File: src/common/dsa_cfg.svh
// address map, step sizes and reset values of the data space access unit
`ifndef DSA_CFG_SVH
`define DSA_CFG_SVH

`define DSA_EA_W 16
`define DSA_PAGE_W 8
`define DSA_EXT_W 24
`define DSA_NEAR_FIELD_W 13
`define DSA_SFR_FIRST 16'h0000
`define DSA_SFR_LAST 16'h0fff
`define DSA_NEAR_LAST 16'h1fff
`define DSA_RAM_FIRST 16'h1000
`define DSA_RAM_LAST 16'hcfff
`define DSA_XY_SPLIT 16'h8000
`define DSA_HOME_PAGE 8'h00
`define DSA_STEP_BYTE 16'h0001
`define DSA_STEP_WORD 16'h0002
`define DSA_WORD_ZERO 16'h0000
`define DSA_ADDR_ZERO 24'h000000
`define DSA_LANE_NONE 2'h0
`define DSA_LANE_LOW 2'h1
`define DSA_LANE_HIGH 2'h2
`define DSA_LANE_BOTH 2'h3

`endif

File: src/common/dsa_pkg.sv
// types shared by the data space access unit and its helpers
package dsa_pkg;
	// kind of access presented by the execution pipeline
	typedef enum logic [1:0] {
		OP_READ,
		OP_WRITE,
		OP_MAC_READ,
		OP_IDLE
	} op_t;
	// effective address formation
	typedef enum logic [2:0] {
		AM_DIRECT13,
		AM_DIRECT16,
		AM_INDIRECT,
		AM_POST_INC,
		AM_POST_DEC,
		AM_MODULO,
		AM_BIT_REV
	} amode_t;
	// treatment of a byte loaded into a working register
	typedef enum logic [1:0] {
		EXT_NONE,
		EXT_SIGN,
		EXT_ZERO
	} ext_t;
	// decoded target of an effective address
	typedef enum logic [1:0] {
		REGION_SFR,
		REGION_RAM,
		REGION_NONE
	} region_t;
endpackage

File: src/common/agu_if.sv
// request and result of one address generator
`timescale 1ns/1ps
`default_nettype none
interface agu_if;
	dsa_pkg::amode_t mode;
	logic byteOp;
	logic [15:0] direct;
	logic [15:0] pointer;
	logic [15:0] modStart;
	logic [15:0] modEnd;
	logic [15:0] revStep;
	logic [15:0] ea;
	logic [15:0] nextPointer;
	modport gen (input mode, byteOp, direct, pointer, modStart, modEnd, revStep,
		output ea, nextPointer);
	modport user (output mode, byteOp, direct, pointer, modStart, modEnd, revStep,
		input ea, nextPointer);
endinterface
`default_nettype wire

File: src/address_generator.sv
// effective address and pointer post-modification
`timescale 1ns/1ps
`default_nettype none
`include "dsa_cfg.svh"
module address_generator #(
	parameter bit BIT_REV_OK = 1'b0
) (
	agu_if.gen agu
);
	import dsa_pkg::*;

	// reverse-carry add for bit-reversed buffers
	function automatic logic [15:0] revAdd(input logic [15:0] a, input logic [15:0] b);
		logic [15:0] ra;
		logic [15:0] rb;
		logic [15:0] s;
		ra = {<<{a}};
		rb = {<<{b}};
		s = ra + rb;
		return {<<{s}};
	endfunction

	logic [15:0] step;
	logic [15:0] incPtr;

	// byte ops step by one, word ops by two
	assign step = agu.byteOp ? `DSA_STEP_BYTE : `DSA_STEP_WORD;
	assign incPtr = agu.pointer + step;

	// address and next pointer per mode
	always_comb begin
		agu.ea = agu.pointer;
		agu.nextPointer = agu.pointer;
		unique case (agu.mode)
			AM_DIRECT13: agu.ea = {3'h0, agu.direct[`DSA_NEAR_FIELD_W-1:0]};
			AM_DIRECT16: agu.ea = agu.direct;
			AM_INDIRECT: agu.nextPointer = agu.pointer;
			AM_POST_INC: agu.nextPointer = incPtr;
			AM_POST_DEC: agu.nextPointer = agu.pointer - step;
			AM_MODULO: agu.nextPointer = (incPtr > agu.modEnd) ? agu.modStart : incPtr;
			AM_BIT_REV: agu.nextPointer = BIT_REV_OK ? revAdd(agu.pointer, agu.revStep) : incPtr;
			default: agu.nextPointer = agu.pointer;
		endcase
	end
endmodule // address_generator
`default_nettype wire

File: src/byte_lane_steer.sv
// byte selection and working register merge for loads
`timescale 1ns/1ps
`default_nettype none
module byte_lane_steer (
	input wire logic [15:0] word,
	input wire logic oddByte,
	input wire logic byteOp,
	input wire dsa_pkg::ext_t ext,
	input wire logic [15:0] regOld,
	output logic [15:0] result
);
	import dsa_pkg::*;

	logic [7:0] lane;

	// odd address picks the high byte
	assign lane = oddByte ? word[15:8] : word[7:0];

	// place the byte in the low half of the register
	always_comb begin
		if (!byteOp) begin
			result = word;
		end else begin
			unique case (ext)
				EXT_SIGN: result = {{8{lane[7]}}, lane};
				EXT_ZERO: result = {8'h00, lane};
				default: result = {regOld[15:8], lane};
			endcase
		end
	end
endmodule // byte_lane_steer
`default_nettype wire

File: src/data_space_access_unit.sv
// data space access unit: address decode, paging, lanes, alignment traps
// Notes on behaviour
// - effective addresses are 16 bits, each naming one byte of 64 KB
// - read page extends read addresses, write page write addresses, to 24 bits; only the home page is mapped
// - reads outside register area and RAM return zero
// - low byte sits at the even address, high byte at the odd
// - post-modify steps pointers by one for bytes, two for words
// - byte read fetches the word, bit 0 picks the byte, low lane
// - one word decode, separate byte write strobes per lane
// - word access at an odd address raises the address error trap
// - misaligned read completes, misaligned write is dropped, then trap
// - byte load fills the register low byte, high byte kept
// - sign extend and zero extend of a loaded byte
// - addresses 0x0000 to 0x0fff decode to control registers
// - unused control register addresses read as zero
// - direct instructions reach 0x0000 to 0x1fff with 13 bits
// - whole space reachable with 16-bit direct or pointer indirect
// - reads and writes use separate address generators
// - X space serves all modes, separate read and write buses
// - X read bus carries combined reads and the X operand of MAC
// - MAC class reads a Y word at the same time as X
// - modulo in X and Y, bit reversal only for X writes
// - writes see one combined space, fixed X/Y boundary
`timescale 1ns/1ps
`default_nettype none
`include "dsa_cfg.svh"
module data_space_access_unit #(
	parameter logic [15:0] RAM_LAST = `DSA_RAM_LAST,
	parameter logic [15:0] XY_SPLIT = `DSA_XY_SPLIT,
	parameter logic [7:0] HOME_PAGE = `DSA_HOME_PAGE
) (
	input wire logic sys_clk,
	input wire logic rst_b,
	input wire logic reqValid,
	input wire dsa_pkg::op_t reqOp,
	input wire logic reqByte,
	input wire dsa_pkg::amode_t reqMode,
	input wire logic [15:0] reqDirect,
	input wire logic [15:0] reqPointer,
	input wire logic [15:0] reqModStart,
	input wire logic [15:0] reqModEnd,
	input wire logic [15:0] reqRevStep,
	input wire dsa_pkg::ext_t reqExt,
	input wire logic [15:0] reqRegOld,
	input wire logic [15:0] reqWriteData,
	input wire dsa_pkg::amode_t macYMode,
	input wire logic [15:0] macYPointer,
	input wire logic [7:0] readPageSelect,
	input wire logic [7:0] writePageSelect,
	output logic [15:0] pointerNext,
	output logic [15:0] pointerNextY,
	output logic pointerValid,
	output logic rspValid,
	output logic [15:0] rspData,
	output logic macValid,
	output logic [15:0] macXData,
	output logic [15:0] macYData,
	output logic addrErrorTrap,
	output logic [15:0] trapAddr,
	output logic xRdEn,
	output logic [23:0] xRdAddr,
	output logic xRdSfr,
	input wire logic [15:0] xRdData,
	input wire logic xRdHit,
	output logic yRdEn,
	output logic [23:0] yRdAddr,
	input wire logic [15:0] yRdData,
	output logic [1:0] wrStrobe,
	output logic [23:0] wrAddr,
	output logic [15:0] wrData,
	output logic wrSfr
);
	import dsa_pkg::*;

	// ----------------------------------------
	// decode helpers
	// ----------------------------------------
	// target of a base address within the home page
	function automatic region_t regionOf(input logic [15:0] ea, input logic [7:0] page);
		region_t r;
		r = REGION_NONE;
		if (page == HOME_PAGE) begin
			if (ea <= `DSA_SFR_LAST) begin
				r = REGION_SFR;
			end else if (ea >= `DSA_RAM_FIRST && ea <= RAM_LAST) begin
				r = REGION_RAM;
			end
		end
		return r;
	endfunction

	// page register in front of the byte address
	function automatic logic [23:0] extend(input logic [7:0] page, input logic [15:0] ea);
		return {page, ea};
	endfunction

	// word access must sit on an even address
	function automatic logic misaligned(input logic byteOp, input logic [15:0] ea);
		return !byteOp && ea[0];
	endfunction

	// ----------------------------------------
	// address generators
	// ----------------------------------------
	agu_if rdAgu ();
	agu_if wrAgu ();
	agu_if yAgu ();

	logic isRead;
	logic isWrite;
	logic isMac;

	assign isRead = reqValid && (reqOp == OP_READ || reqOp == OP_MAC_READ);
	assign isWrite = reqValid && reqOp == OP_WRITE;
	assign isMac = reqValid && reqOp == OP_MAC_READ;

	// the X read generator, also the MAC X prefetch path
	assign rdAgu.mode = reqMode;
	assign rdAgu.byteOp = reqByte && !isMac;
	assign rdAgu.direct = reqDirect;
	assign rdAgu.pointer = reqPointer;
	assign rdAgu.modStart = reqModStart;
	assign rdAgu.modEnd = reqModEnd;
	assign rdAgu.revStep = reqRevStep;

	// the write generator is a separate unit
	assign wrAgu.mode = reqMode;
	assign wrAgu.byteOp = reqByte;
	assign wrAgu.direct = reqDirect;
	assign wrAgu.pointer = reqPointer;
	assign wrAgu.modStart = reqModStart;
	assign wrAgu.modEnd = reqModEnd;
	assign wrAgu.revStep = reqRevStep;

	// the Y generator only sees MAC class word reads
	assign yAgu.mode = macYMode;
	assign yAgu.byteOp = 1'b0;
	assign yAgu.direct = `DSA_WORD_ZERO;
	assign yAgu.pointer = macYPointer;
	assign yAgu.modStart = reqModStart;
	assign yAgu.modEnd = reqModEnd;
	assign yAgu.revStep = reqRevStep;

	// reads never bit-reverse, X writes may
	address_generator #(.BIT_REV_OK(1'b0)) readGen (.agu(rdAgu));
	address_generator #(.BIT_REV_OK(1'b1)) writeGen (.agu(wrAgu));
	address_generator #(.BIT_REV_OK(1'b0)) yGen (.agu(yAgu));

	// ----------------------------------------
	// request decode
	// ----------------------------------------
	region_t rdRegion;
	region_t wrRegion;
	region_t yRegion;
	logic rdMisaligned;
	logic wrMisaligned;
	logic yMisaligned;
	logic wrAllowed;
	logic [15:0] wrLaneData;
	logic [1:0] wrLanes;

	assign rdRegion = regionOf(rdAgu.ea, readPageSelect);
	assign wrRegion = regionOf(wrAgu.ea, writePageSelect);
	assign rdMisaligned = misaligned(rdAgu.byteOp, rdAgu.ea);
	assign wrMisaligned = misaligned(wrAgu.byteOp, wrAgu.ea);
	assign yMisaligned = misaligned(1'b0, yAgu.ea);

	// the Y operand must lie in RAM above the fixed split
	assign yRegion = (yAgu.ea < XY_SPLIT) ? REGION_NONE : regionOf(yAgu.ea, readPageSelect);

	// drop misaligned and unmapped stores
	assign wrAllowed = isWrite && !wrMisaligned && wrRegion != REGION_NONE;

	// byte writes hit only the lane their address names
	always_comb begin
		if (!reqByte) begin
			wrLanes = `DSA_LANE_BOTH;
			wrLaneData = reqWriteData;
		end else begin
			wrLanes = wrAgu.ea[0] ? `DSA_LANE_HIGH : `DSA_LANE_LOW;
			wrLaneData = {reqWriteData[7:0], reqWriteData[7:0]};
		end
	end

	// ----------------------------------------
	// stage 1: memory addresses and pointer result
	// ----------------------------------------
	// X read bus address
	always_ff @(posedge sys_clk or negedge rst_b) begin
		if (!rst_b) begin
			xRdEn <= 1'b0;
			xRdAddr <= `DSA_ADDR_ZERO;
			xRdSfr <= 1'b0;
		end else begin
			xRdEn <= isRead && rdRegion != REGION_NONE;
			xRdAddr <= extend(readPageSelect, {rdAgu.ea[15:1], 1'b0});
			xRdSfr <= isRead && rdRegion == REGION_SFR;
		end
	end

	// Y read bus address, concurrent with X
	always_ff @(posedge sys_clk or negedge rst_b) begin
		if (!rst_b) begin
			yRdEn <= 1'b0;
			yRdAddr <= `DSA_ADDR_ZERO;
		end else begin
			yRdEn <= isMac && yRegion != REGION_NONE;
			yRdAddr <= extend(readPageSelect, yAgu.ea);
		end
	end

	// X write bus, with per-lane strobes
	always_ff @(posedge sys_clk or negedge rst_b) begin
		if (!rst_b) begin
			wrStrobe <= `DSA_LANE_NONE;
			wrAddr <= `DSA_ADDR_ZERO;
			wrData <= `DSA_WORD_ZERO;
			wrSfr <= 1'b0;
		end else begin
			wrStrobe <= wrAllowed ? wrLanes : `DSA_LANE_NONE;
			wrAddr <= extend(writePageSelect, {wrAgu.ea[15:1], 1'b0});
			wrData <= wrLaneData;
			wrSfr <= wrAllowed && wrRegion == REGION_SFR;
		end
	end

	// updated pointers go back to the register file
	always_ff @(posedge sys_clk or negedge rst_b) begin
		if (!rst_b) begin
			pointerValid <= 1'b0;
			pointerNext <= `DSA_WORD_ZERO;
			pointerNextY <= `DSA_WORD_ZERO;
		end else begin
			pointerValid <= isRead || isWrite;
			pointerNext <= isWrite ? wrAgu.nextPointer : rdAgu.nextPointer;
			pointerNextY <= yAgu.nextPointer;
		end
	end

	// address error trap one cycle after the access
	always_ff @(posedge sys_clk or negedge rst_b) begin
		if (!rst_b) begin
			addrErrorTrap <= 1'b0;
			trapAddr <= `DSA_WORD_ZERO;
		end else begin
			addrErrorTrap <= (isRead && rdMisaligned) || (isWrite && wrMisaligned)
				|| (isMac && yMisaligned);
			if (isWrite && wrMisaligned) begin
				trapAddr <= wrAgu.ea;
			end else if (isRead && rdMisaligned) begin
				trapAddr <= rdAgu.ea;
			end else if (isMac && yMisaligned) begin
				trapAddr <= yAgu.ea;
			end
		end
	end

	// ----------------------------------------
	// read bookkeeping across the memory latency
	// ----------------------------------------
	logic s1Valid_q;
	logic s1Mac_q;
	logic s1Byte_q;
	logic s1Odd_q;
	logic s1XLive_q;
	logic s1YLive_q;
	ext_t s1Ext_q;
	logic [15:0] s1RegOld_q;
	logic s2Valid_q;
	logic s2Mac_q;
	logic s2Byte_q;
	logic s2Odd_q;
	logic s2XLive_q;
	logic s2YLive_q;
	ext_t s2Ext_q;
	logic [15:0] s2RegOld_q;

	// stage 1 copy of the read request
	always_ff @(posedge sys_clk or negedge rst_b) begin
		if (!rst_b) begin
			s1Valid_q <= 1'b0;
			s1Mac_q <= 1'b0;
			s1Byte_q <= 1'b0;
			s1Odd_q <= 1'b0;
			s1XLive_q <= 1'b0;
			s1YLive_q <= 1'b0;
			s1Ext_q <= EXT_NONE;
			s1RegOld_q <= `DSA_WORD_ZERO;
		end else begin
			s1Valid_q <= isRead;
			s1Mac_q <= isMac;
			s1Byte_q <= rdAgu.byteOp;
			s1Odd_q <= rdAgu.ea[0];
			s1XLive_q <= rdRegion != REGION_NONE;
			s1YLive_q <= yRegion != REGION_NONE;
			s1Ext_q <= reqExt;
			s1RegOld_q <= reqRegOld;
		end
	end

	// register area answers with its hit flag in the address cycle, one cycle before data returns
	always_ff @(posedge sys_clk or negedge rst_b) begin
		if (!rst_b) begin
			s2Valid_q <= 1'b0;
			s2Mac_q <= 1'b0;
			s2Byte_q <= 1'b0;
			s2Odd_q <= 1'b0;
			s2XLive_q <= 1'b0;
			s2YLive_q <= 1'b0;
			s2Ext_q <= EXT_NONE;
			s2RegOld_q <= `DSA_WORD_ZERO;
		end else begin
			s2Valid_q <= s1Valid_q;
			s2Mac_q <= s1Mac_q;
			s2Byte_q <= s1Byte_q;
			s2Odd_q <= s1Odd_q;
			s2XLive_q <= s1XLive_q && (!xRdSfr || xRdHit);
			s2YLive_q <= s1YLive_q;
			s2Ext_q <= s1Ext_q;
			s2RegOld_q <= s1RegOld_q;
		end
	end

	// ----------------------------------------
	// stage 3: returned data
	// ----------------------------------------
	logic [15:0] xWord;
	logic [15:0] yWord;
	logic [15:0] loadValue;

	// unimplemented targets give a zero word
	assign xWord = s2XLive_q ? xRdData : `DSA_WORD_ZERO;
	assign yWord = s2YLive_q ? yRdData : `DSA_WORD_ZERO;

	byte_lane_steer laneSteer (
		.word(xWord),
		.oddByte(s2Odd_q),
		.byteOp(s2Byte_q),
		.ext(s2Ext_q),
		.regOld(s2RegOld_q),
		.result(loadValue)
	);

	// ordinary load result
	always_ff @(posedge sys_clk or negedge rst_b) begin
		if (!rst_b) begin
			rspValid <= 1'b0;
			rspData <= `DSA_WORD_ZERO;
		end else begin
			rspValid <= s2Valid_q && !s2Mac_q;
			rspData <= loadValue;
		end
	end

	// both MAC operands arrive together
	always_ff @(posedge sys_clk or negedge rst_b) begin
		if (!rst_b) begin
			macValid <= 1'b0;
			macXData <= `DSA_WORD_ZERO;
			macYData <= `DSA_WORD_ZERO;
		end else begin
			macValid <= s2Valid_q && s2Mac_q;
			macXData <= xWord;
			macYData <= yWord;
		end
	end
endmodule // data_space_access_unit
`default_nettype wire

File: config.mk
export PLATFORM = sky130hd
export DESIGN_NAME = data_space_access_unit
export DESIGN_NICKNAME = d
export VERILOG_FILES = /design/src/common/dsa_pkg.sv /design/src/common/agu_if.sv /design/src/address_generator.sv /design/src/byte_lane_steer.sv /design/src/data_space_access_unit.sv
export VERILOG_INCLUDE_DIRS = /design/src /design/src/common
export SDC_FILE = /design/constraint.sdc
export NUM_CORES = 1
export LEC_CHECK = 0
export BUFFER_PORTS_ARGS = -buffer_cell sky130_fd_sc_hd__buf_2
export CELL_PAD_IN_SITES_DETAIL_PLACEMENT = 1
export CELL_PAD_IN_SITES_GLOBAL_PLACEMENT = 2
export CORE_MARGIN = 2
export CORE_UTILIZATION = 33
export DETAILED_ROUTE_END_ITERATION = 16
export GPL_ROUTABILITY_DRIVEN = 0
export GPL_TIMING_DRIVEN = 0
export PLACE_DENSITY_LB_ADDON = 0.1
export SLEW_MARGIN = 20
export SYNTH_ARGS = -nofsm -noshare
export SYNTH_HDL_FRONTEND = slang
export SYNTH_HIERARCHICAL = 1
export SYNTH_SLANG_ARGS = --single-unit
File: constraint.sdc
create_clock -name sys_clk -period 1.6 [get_ports sys_clk]
set_input_delay 0.16 -clock sys_clk [delete_from_list [all_inputs] [get_ports sys_clk]]
set_output_delay 0.16 -clock sys_clk [all_outputs]
set_load 0.01 [all_outputs]
==> run metrics, run 1 <==
status=complete, but fails checks; Die Ht=about 210 µm; Least-Margin Pin Slew=between 0.8 and 0.9 ns; Post-DP Area=between 15000 and 20000 µm²; DIE WIDTH=213 µm; vias per cell=5.55; Initial Util=0.335; CP startpoint=reqValid; Data required, critical path=between 2 and 2.5 ns; starting DRC count in detailed routing=1177; worst path arrival time=4.41 ns; Hold Slack=about 0.022 ns; CTS max path bufs=3; final setup violation count=32; Core Rows=76; Max Clk Rate=252 MHz; worst min path class=in2reg; post-route ant nets=0; WS Path Type=in2reg; Final Hold Violating Endpoints=0; HPWL Detailed=55.4 mm; Final Max Tran Viols=0; Buf+Inv Stages, Crit Path=5; max incr delay on CP=0.36 ns; R2R setup slack=between 0.1 and 0.15 ns; Post-Syn Instances=around 1.6k; share of cells above drive strength 1=0.354; root buffer cell=clkbuf_16; drt pass-1 iters=5; gr usage total=0.313; clock slew at reported path FFs=around 0.060 ns; Die ar.=45500 µm²; Design Area, Final=~21000 µm²; CTS H-tree lvls=1; Max Cap Viol=0; number of cells on the critical path=21; Wirelength per Cell=between 20 and 30 µm; Setup crit start kind=primary input; vias in the first global route=15.9k; area grow syn2layout=44.3%; global-route wire length before repair=around 100 mm; Clock Skew=roughly 0.0096 ns; final period utilization=2.48; CTS tree=yes; Critical Path End=pointerNext[0]; CP cell instances=buf_8 -> and3b_2 -> nor2b_4 -> ha_4 -> inv_2 -> fa_2 -> nand3b_1 -> buf_4 -> nor3_2 -> nand2_1 -> xnor2_2 -> ha_1 -> nand4_1 -> nor4_4 -> o21ai_2 -> buf_4 -> nand3_4 -> buf_6 -> a311oi_1 -> a221o_1 -> mux2_4; syn_area_per_cell=between 9 and 10 µm²; Post-Syn Area=14400 µm²; Tmin final=3.96 ns; FF-to-FF Start=s2XLive_q; Final Non-Filler Cells=approximately 2.8k; I/O pins=about 390; initial antenna violation count=4; total CTS buffers=26; CP max stage cell=fa_2; nets@finish=2432; largest net degree at the start of global routing=96; VDD IR-drop max=around 0.68 mV; I/O Buffers=364; r2r endpoint=rspData[13]; worst-case setup margin in the final layout=-2.36 ns; Slew HR=0.465; final wirelength=between 70 and 80 mm; Power Density=about 850 nW/µm²; Placeable Area=between 40000 and 50000 µm²; RSZ-0062 raised after global routing=yes; failing checks=setup timing; synth warn=6; CTS sink count=216; cell mode on critical path=buf_4; routed vias=15.3k; setup TNS=-58.55 ns; worst skew pair latency=0.57 ns; total gr overflow=0; worst-path maximum fanout=5; worst r2r path cells=3; static leakage=9.85 nW; dpl cells=about 2.5k; Crit. End Element=register; DRC violations left=0; cell family with the largest share of critical-path delay=simple AND/OR/NAND/NOR gates
[where the power goes]
part	leakage [nW]	switching [W]	internal, W
logic	6.70	0.00305	0.00210
registers	2.68	0.000175	0.00585
clock network	0.468	0.00253	0.00406
total	9.85	0.00576	0.0120
[worst reg2reg max path, cell delays in order, from the launching register on]
cell and delay (ns):
dfrtp_1 0.56, and2_1 0.32, mux2i_4 0.29, o221ai_1 0.18
[final cells by class]
| cell class | count | area [µm²] |
|---|---|---|
| plain buffers | 109 | 738 |
| clock buffers | 33 | 727 |
| clock inverters | 15 | 238 |
| well taps | 585 | 732 |
| repair buffers | 543 | 3590 |
| fillers | 5050 | 22300 |
| multi-input cells | 1159 | 9010 |
| diodes | 3 | 7.51 |
| inverters | 103 | 399 |
| flip-flops and latches | 216 | 5410 |
[cell usage in the layout, fill, tap and decap left out, drive strengths merged, types with 65 or more instances in the layout]
cell           n
mux2          65
ha            76
nand2        125
o21ai        101
inv          104
dlygate4sd3   98
clkbuf        92
a21oi         85
dfrtp        216
nor2          89
buf          495
[timing repair]
item | in CTS | in global routing
endpoints found under the hold margin | 341 | 0
endpoints found under the setup margin | 48 | 60
gates cloned | 2 | 0
gates resized for setup | 139 | 56
setup buffers | 55 | 23
hold buffers | 98 | 0
pin swaps | 46 | 34
[registers in the layout, indices dropped and copies added, names as in the netlist, 2 cells and up]
name,cells
macYData,16
wrData,16
s1Ext_q,2
s1RegOld_q,8
rspData,16
s2Ext_q,2
wrStrobe,2
macXData,16
wrAddr,23
s2RegOld_q,8
yRdAddr,23
pointerNextY,16
xRdAddr,16
trapAddr,16
pointerNext,16
[stage by stage]
step,worst slack (ns),total power [W],utilization
after floorplan,-2.37,0.00843,-
after global placement,-3.65,0.0103,0.402
after detailed placement,-3.64,0.0104,0.404
after CTS,-2.30,0.0177,0.474
after global routing,-2.40,0.0185,0.483
final,-2.36,0.0178,0.483
[per-layer routing]
layer | global-route usage | vias up | wire, µm
li1 | - | 6816 | -
met1 | 0.407 | 7658 | 30600
met2 | 0.514 | 711 | 34000
met3 | 0.0479 | 155 | 5570
met4 | 0.143 | 2 | 3490
met5 | 0 | - | 13
[worst min-delay path by stage]
stage / slack [ns] / from / end / depth (start not counted)
after global routing: 0.005 / reqDirect[12] / xRdAddr[12] / 2
after CTS: 0.001 / reqDirect[12] / xRdAddr[12] / 2
after floorplan: -0.14 / rst_b / addrErrorTrap / 0
after detailed placement: 0.06 / rst_b / macYData[9] / 1
final: 0.02 / reqDirect[12] / xRdAddr[12] / 2
after global placement: 0.27 / reqRegOld[14] / s1RegOld_q[14] / 1
(Power assumes the default switching activity.)
==> run 2, diff against run 1 <==
Settings changed: CORE_MARGIN 2 to default.
==> run 2 against run 1 <==
Effect of this change:
- the flow still finishes with violations (setup timing)
- highest routed layer unchanged
- via count about the same
- worst setup slack improved by 0.090 ns
- largest power group unchanged
- maximum frequency increased by 2.3%
==> run metrics, run 2 (synthesis gave the netlist of run 1 again) <==
Hold Slack=0.0236 ns (+0.00143 ns); Die ar.=44600 µm² (-1.9%); static leakage=9.91 nW (+0.70%); CTS H-tree lvls=1 (unchanged); worst skew pair latency=0.56 ns (about the same); setup TNS=-57.39 ns (+1.16 ns); I/O Buffers=364 (unchanged); gr usage total=0.320 (+0.00672); Max Cap Viol=0 (unchanged); CP max stage cell=fa_2; global-route wire length before repair=106 mm (+1.2%); worst-path maximum fanout=6 (+1); Placeable Area=43100 µm² (-0.22%); DIE WIDTH=211 µm (-0.94%); P_sw=0.00581 W (+0.89%); Min-Delay Startpoint=reqDirect[13]; CTS sink count=216 (unchanged); DRC violations left=0 (unchanged); Crit. End Element=register; failing checks=setup timing; largest net degree at the start of global routing=94 (-2.1%); status=complete, but fails checks; HPWL Detailed=55.3 mm (-0.13%); Setup crit start kind=primary input; Final Hold Violating Endpoints=0 (unchanged); starting DRC count in detailed routing=1267 (+7.6%); Design Area, Final=21000 µm² (+0.74%); WHS Endpoint=wrAddr[13]; root buffer cell=clkbuf_16; dpl cells=2541 (+0.039%); Max Clk Rate=258 MHz (+2.3%); Tmin final=3.87 ns (-0.0896 ns); vias per cell=5.56 (+0.32%); worst-case setup margin in the final layout=-2.27 ns (+0.0896 ns); max incr delay on CP=0.39 ns (+0.03 ns); initial antenna violation count=2 (-2); Data required, critical path=2.04 ns (about the same); Worst Hold Path Cells=3 (+1); Die Ht=211 µm (-0.94%); Wirelength per Cell=26.5 µm (-0.61%); Design Power=0.0175 W (-1.4%); Clock Power Share=0.359 (-0.012); combinational power share=0.297 (+0.007); drt pass-1 iters=7 (+2); Initial Util=0.335 (+0.000739); Slew HR=0.470 (+0.00514); worst path arrival time=4.31 ns (-0.10 ns); total gr overflow=0 (unchanged); Post-DP Area=17500 µm² (+0.16%); final period utilization=2.42 (-0.0560); Final Max Tran Viols=0 (unchanged); Flop pwr share=0.344 (+0.005); Internal Power=0.0117 W (-2.5%); most frequent cells in the layout=buf_2, dfrtp_1, nand2_1, inv_1, dlygate4sd3_1; final setup violation count=32 (unchanged); Net Sw Frac=0.332 (+0.00764); CTS tree=yes; most common cell after layout, fill and taps aside=buf_2; share of cells above drive strength 1=0.359 (+0.00450); post-route ant nets=0 (unchanged); VDD IR-drop max=0.848 mV (+24%); routed vias=15.4k (+0.065%); r2r endpoint=rspData[14]; total CTS buffers=26 (unchanged); worst r2r path cells=4 (+1); WS Path Type=in2reg; FF-to-FF Start=s2XLive_q; Final Non-Filler Cells=2759 (-0.25%); Core Rows=76 (unchanged); R2R setup slack=0.08 ns (-0.04 ns); CTS max path bufs=3 (unchanged); area grow syn2layout=45.4%; top flop regs=wrAddr x23, yRdAddr x23; final wirelength=73.0 mm (-0.86%); Least-Margin Pin Slew=0.790 ns (-0.0134 ns); nets@finish=2427 (-0.21%); I/O pins=385 (unchanged); Power Density=834 nW/µm² (-2.2%); worst min path class=in2reg; clock slew at reported path FFs=0.06 ns (about the same); CP cell instances=buf_8 -> and3b_2 -> nor2b_4 -> ha_4 -> inv_2 -> fa_2 -> nand3b_1 -> buf_6 -> nor3_4 -> nand2_2 -> xnor2_4 -> ha_4 -> nand4_1 -> nor4_4 -> o21ai_2 -> buf_4 -> nand3_4 -> buf_6 -> a311oi_1 -> a221o_1 -> mux2_4; Clock Skew=0.0133 ns (+0.00366 ns); RSZ-0062 raised after global routing=yes; vias in the first global route=16.0k (+1.0%)
run 2: worst max-delay path by stage:
stage	start	end	cells after the start
CTS	reqOp[1]	pointerNext[15]	19
detailed placement	reqByte	pointerNext[2]	18
global placement	reqByte	pointerNext[2]	18
global route	reqValid	pointerNext[0]	21
finish	reqValid	pointerNext[0]	21
floorplan	reqValid	pointerNext[15]	17
run 2: what timing repair did:
item | in CTS | in global routing
hold endpoints to repair | 213 | 0
gates cloned | 3 | 0
pin swaps | 46 | 53
endpoints found under the setup margin | 51 | 61
buffers inserted | 45 | 28
resized for setup | 153 | 74
hold buffers | 95 | 0
run 2: cell type report:
class	instances	area, µm²
buffer	111	766
inverter	103	399
clock inverter	16	193
clock buffer	32	723
multi-input combinational	1159	9190
timing repair buffer	536	3590
tap	585	732
sequential	216	5410
fill	4981	22100
antenna	1	2.50
run 2: power by group through the flow:
stage | registers [W] | clock network, W | logic (W)
final | 0.00603 | 0.00628 | 0.00520
after global routing | 0.00605 | 0.00662 | 0.00552
after CTS | 0.00602 | 0.00638 | 0.00496
after detailed placement | 0.00612 | 0 | 0.00431
after global placement | 0.00610 | 0 | 0.00423
after floorplan | 0.00627 | 0 | 0.00216
run 2: worst max-delay path, delay by kind of cell:
kind	cells	cell delay [ns]
buffers and inverters	5	0.61
xor gates and xnor gates	1	0.23
adders and majority gates	3	0.87
and+or+nand+nor	8	1.59
muxes	1	0.29
AOI/OAI and AO/OA	3	0.53
run 2: layer usage:
| metal | part of all wire | vias to the layer above | track usage | wire length, µm |
|---|---|---|---|---|
| li1 | - | 6805 | - | - |
| met1 | 0.43 | 7794 | 0.415 | 31100 |
| met2 | 0.48 | 625 | 0.541 | 34700 |
| met3 | 0.059 | 126 | 0.0424 | 4320 |
| met4 | 0.039 | 2 | 0.118 | 2880 |
| met5 | 0.00018 | - | 0 | 13 |
run 2: per-stage QoR:
step | utilization | setup slack, ns
6_report | 0.488 | -2.27
5_1_grt | 0.487 | -2.36
4_1_cts | 0.475 | -2.26
3_5_place_dp | 0.405 | -3.76
3_3_place_gp | 0.403 | -3.73
2_1_floorplan | - | -2.37
==> run 3, diff against run 2 <==
Settings changed: ABC_AREA from default to 1, CORE_UTILIZATION 33 to 30.
==> run 3 against run 2 <==
Effect of this change:
- synthesized cell count increased by 32%
- non-clock buffer count decreased by 31
- worst setup slack improved by 0.64 ns
- the run still ends with setup timing left
- die area increased by 12%
- clock power increased by 3%
- sequential share of layout area decreased by 0.29 points
- total power about the same
- combinational power decreased by 3%
==> run metrics, run 3 <==
syn_area_per_cell=7.12 µm² (-23%); Flop pwr share=0.344 (about the same); share of cells above drive strength 1=0.302 (-0.0567); failing checks=setup timing; Slew HR=0.347 (-0.123); clock slew at reported path FFs=0.06 ns (about the same); Power Density=825 nW/µm² (-1.1%); Final Max Tran Viols=0 (unchanged); P_sw=0.00597 W (+2.8%); I/O pins=385 (unchanged); HPWL Detailed=55.7 mm (+0.67%); total gr overflow=0 (unchanged); Data required, critical path=2.07 ns (+0.03 ns); Final Hold Violating Endpoints=0 (unchanged); CP max stage cell=fa_2; CTS max path bufs=3 (unchanged); Least-Margin Pin Slew=0.970 ns (+0.180 ns); status=complete, but fails checks; vias per cell=4.95 (-11%); global-route wire length before repair=104 mm (-1.2%); Wirelength per Cell=21.5 µm (-19%); total CTS buffers=27 (+3.8%); Max Clk Rate=309 MHz (+20%); Placeable Area=48000 µm² (+12%); nets@finish=2933 (+21%); Multi-input gate area=8740 µm² (-4.9%); CTS H-tree lvls=1 (unchanged); routed vias=16.4k (+6.6%); setup TNS=-40.08 ns (+17.30 ns); worst-path maximum fanout=8 (+2); most frequent cells in the layout=nand2_1, buf_2, inv_1, dfrtp_1, nand3_1; worst min path class=in2reg; Tmin final=3.23 ns (-0.640 ns); DIE WIDTH=223 µm (+5.8%); initial antenna violation count=11 (+9); top flop regs=wrAddr x23, yRdAddr x23; Net Sw Frac=0.341 (+0.00915); Post-Syn Area=14700 µm² (+1.8%); static leakage=11.2 nW (+13%); Register Area=5410 µm² (about the same); Die ar.=49900 µm² (+12%); final wirelength=71.0 mm (-2.8%); most common cell after layout, fill and taps aside=nand2_1; CTS tree=yes; Initial Util=0.306 (-0.0292); Die Ht=223 µm (+5.8%); worst-case setup margin in the final layout=-1.63 ns (+0.640 ns); CTS sink count=216 (unchanged); combinational power share=0.288 (-0.009); Core Rows=80 (+5.3%); cell mode on critical path=nand2_1; cell family with the largest share of critical-path delay=simple AND/OR/NAND/NOR gates; Internal Power=0.0115 W (-1.3%); max incr delay on CP=0.39 ns (about the same); post-route ant nets=0 (unchanged); gr usage total=0.278 (-0.0416); final setup violation count=32 (unchanged); Post-Syn Instances=2066 (+32%); Buf+Inv Stages, Crit Path=8 (+3); starting DRC count in detailed routing=1046 (-17%); worst path arrival time=3.70 ns (-0.61 ns); Crit. End Element=register; RSZ-0062 raised after global routing=yes; worst skew pair latency=0.58 ns (+0.02 ns); WS Path Type=in2reg; Max Cap Viol=0 (unchanged); synth warn=6 (unchanged); largest net degree at the start of global routing=88 (-6.4%); final period utilization=2.02 (-0.400); I/O Buffers=369 (+1.4%); Design Power=0.0175 W (about the same); Setup crit start kind=primary input; vias in the first global route=16.8k (+4.8%); Clock Skew=0.0229 ns (+0.00955 ns); drt pass-1 iters=5 (-2); Clock Power Share=0.368 (+0.009); root buffer cell=clkbuf_16; fillers=5994 (+20%); DRC violations left=0 (unchanged); VDD IR-drop max=0.746 mV (-12%); area grow syn2layout=44.4%
[run 3: power by group through the flow]
stage | Clock [W] | Combinational (W) | Sequential (W)
after floorplan | 0 | 0.00209 | 0.00630
after global placement | 0 | 0.00414 | 0.00611
after detailed placement | 0 | 0.00423 | 0.00612
after CTS | 0.00660 | 0.00488 | 0.00603
after global routing | 0.00678 | 0.00549 | 0.00606
final | 0.00645 | 0.00504 | 0.00603
[run 3: timing repair]
item                                   4_1_cts  5_1_grt
setup endpoints to repair                   49       60
buffers inserted                            44       16
gates cloned                                 3        1
endpoints found under the hold margin      270        0
pin swaps                                   58       81
hold buffers                               112        0
gates resized for setup                    152      101
[run 3: worst paths after layout]
check	from	endpoint	slack [ns]	cells after the start
setup / recovery	reqOp[0]	pointerNext[0]	-1.63	26
hold / removal	reqModStart[7]	pointerNextY[7]	0.02	5
setup reg to reg	s2XLive_q	rspData[11]	0.13	7
hold reg to reg	s1Mac_q	s2Mac_q	0.35	0
max in group asynchronous	rst_b	s2XLive_q	0.33	4
min in group asynchronous	rst_b	xRdAddr[5]	0.09	2
[run 3: metrics by stage]
| step | cells | hold slack, ns | setup WS (ns) | instance area, µm² | utilization |
|---|---|---|---|---|---|
| floorplan | 2088 | -0.136 | -1.58 | 14900 | - |
| global placement | 3072 | 0.272 | -3.42 | 17600 | 0.365 |
| detailed placement | 3074 | 0.101 | -2.74 | 17600 | 0.367 |
| CTS | 3282 | 0.00581 | -1.50 | 20700 | 0.431 |
| global route | 3300 | 0.0307 | -1.79 | 21200 | 0.442 |
| finish | 3303 | 0.0196 | -1.63 | 21200 | 0.442 |
[run 3: tightest hold or removal path, stage by stage]
cell and delay [ns]:
buf_2 0.13, inv_1 0.07, nand3_2 0.07, nand3_2 0.08
a21oi_2 0.05
[run 3: final cells by class]
type                            instances  area share
Inverter                              308      0.0564
Timing Repair Buffer                  545       0.172
Tap cell                              615      0.0362
Buffer                                 71      0.0243
Clock buffer                           37      0.0355
Sequential cell                       216       0.255
Antenna cell                            8    0.000943
Clock inverter                         13     0.00825
Multi-Input combinational cell       1490       0.411
[run 3: routing by layer]
metal / vias up / track usage / share of wire
met5: - / 0 / 0.00052
met4: 6 / 0.0864 / 0.032
met3: 106 / 0.0458 / 0.056
met2: 470 / 0.462 / 0.47
met1: 8045 / 0.368 / 0.44
li1: 7736 / - / -
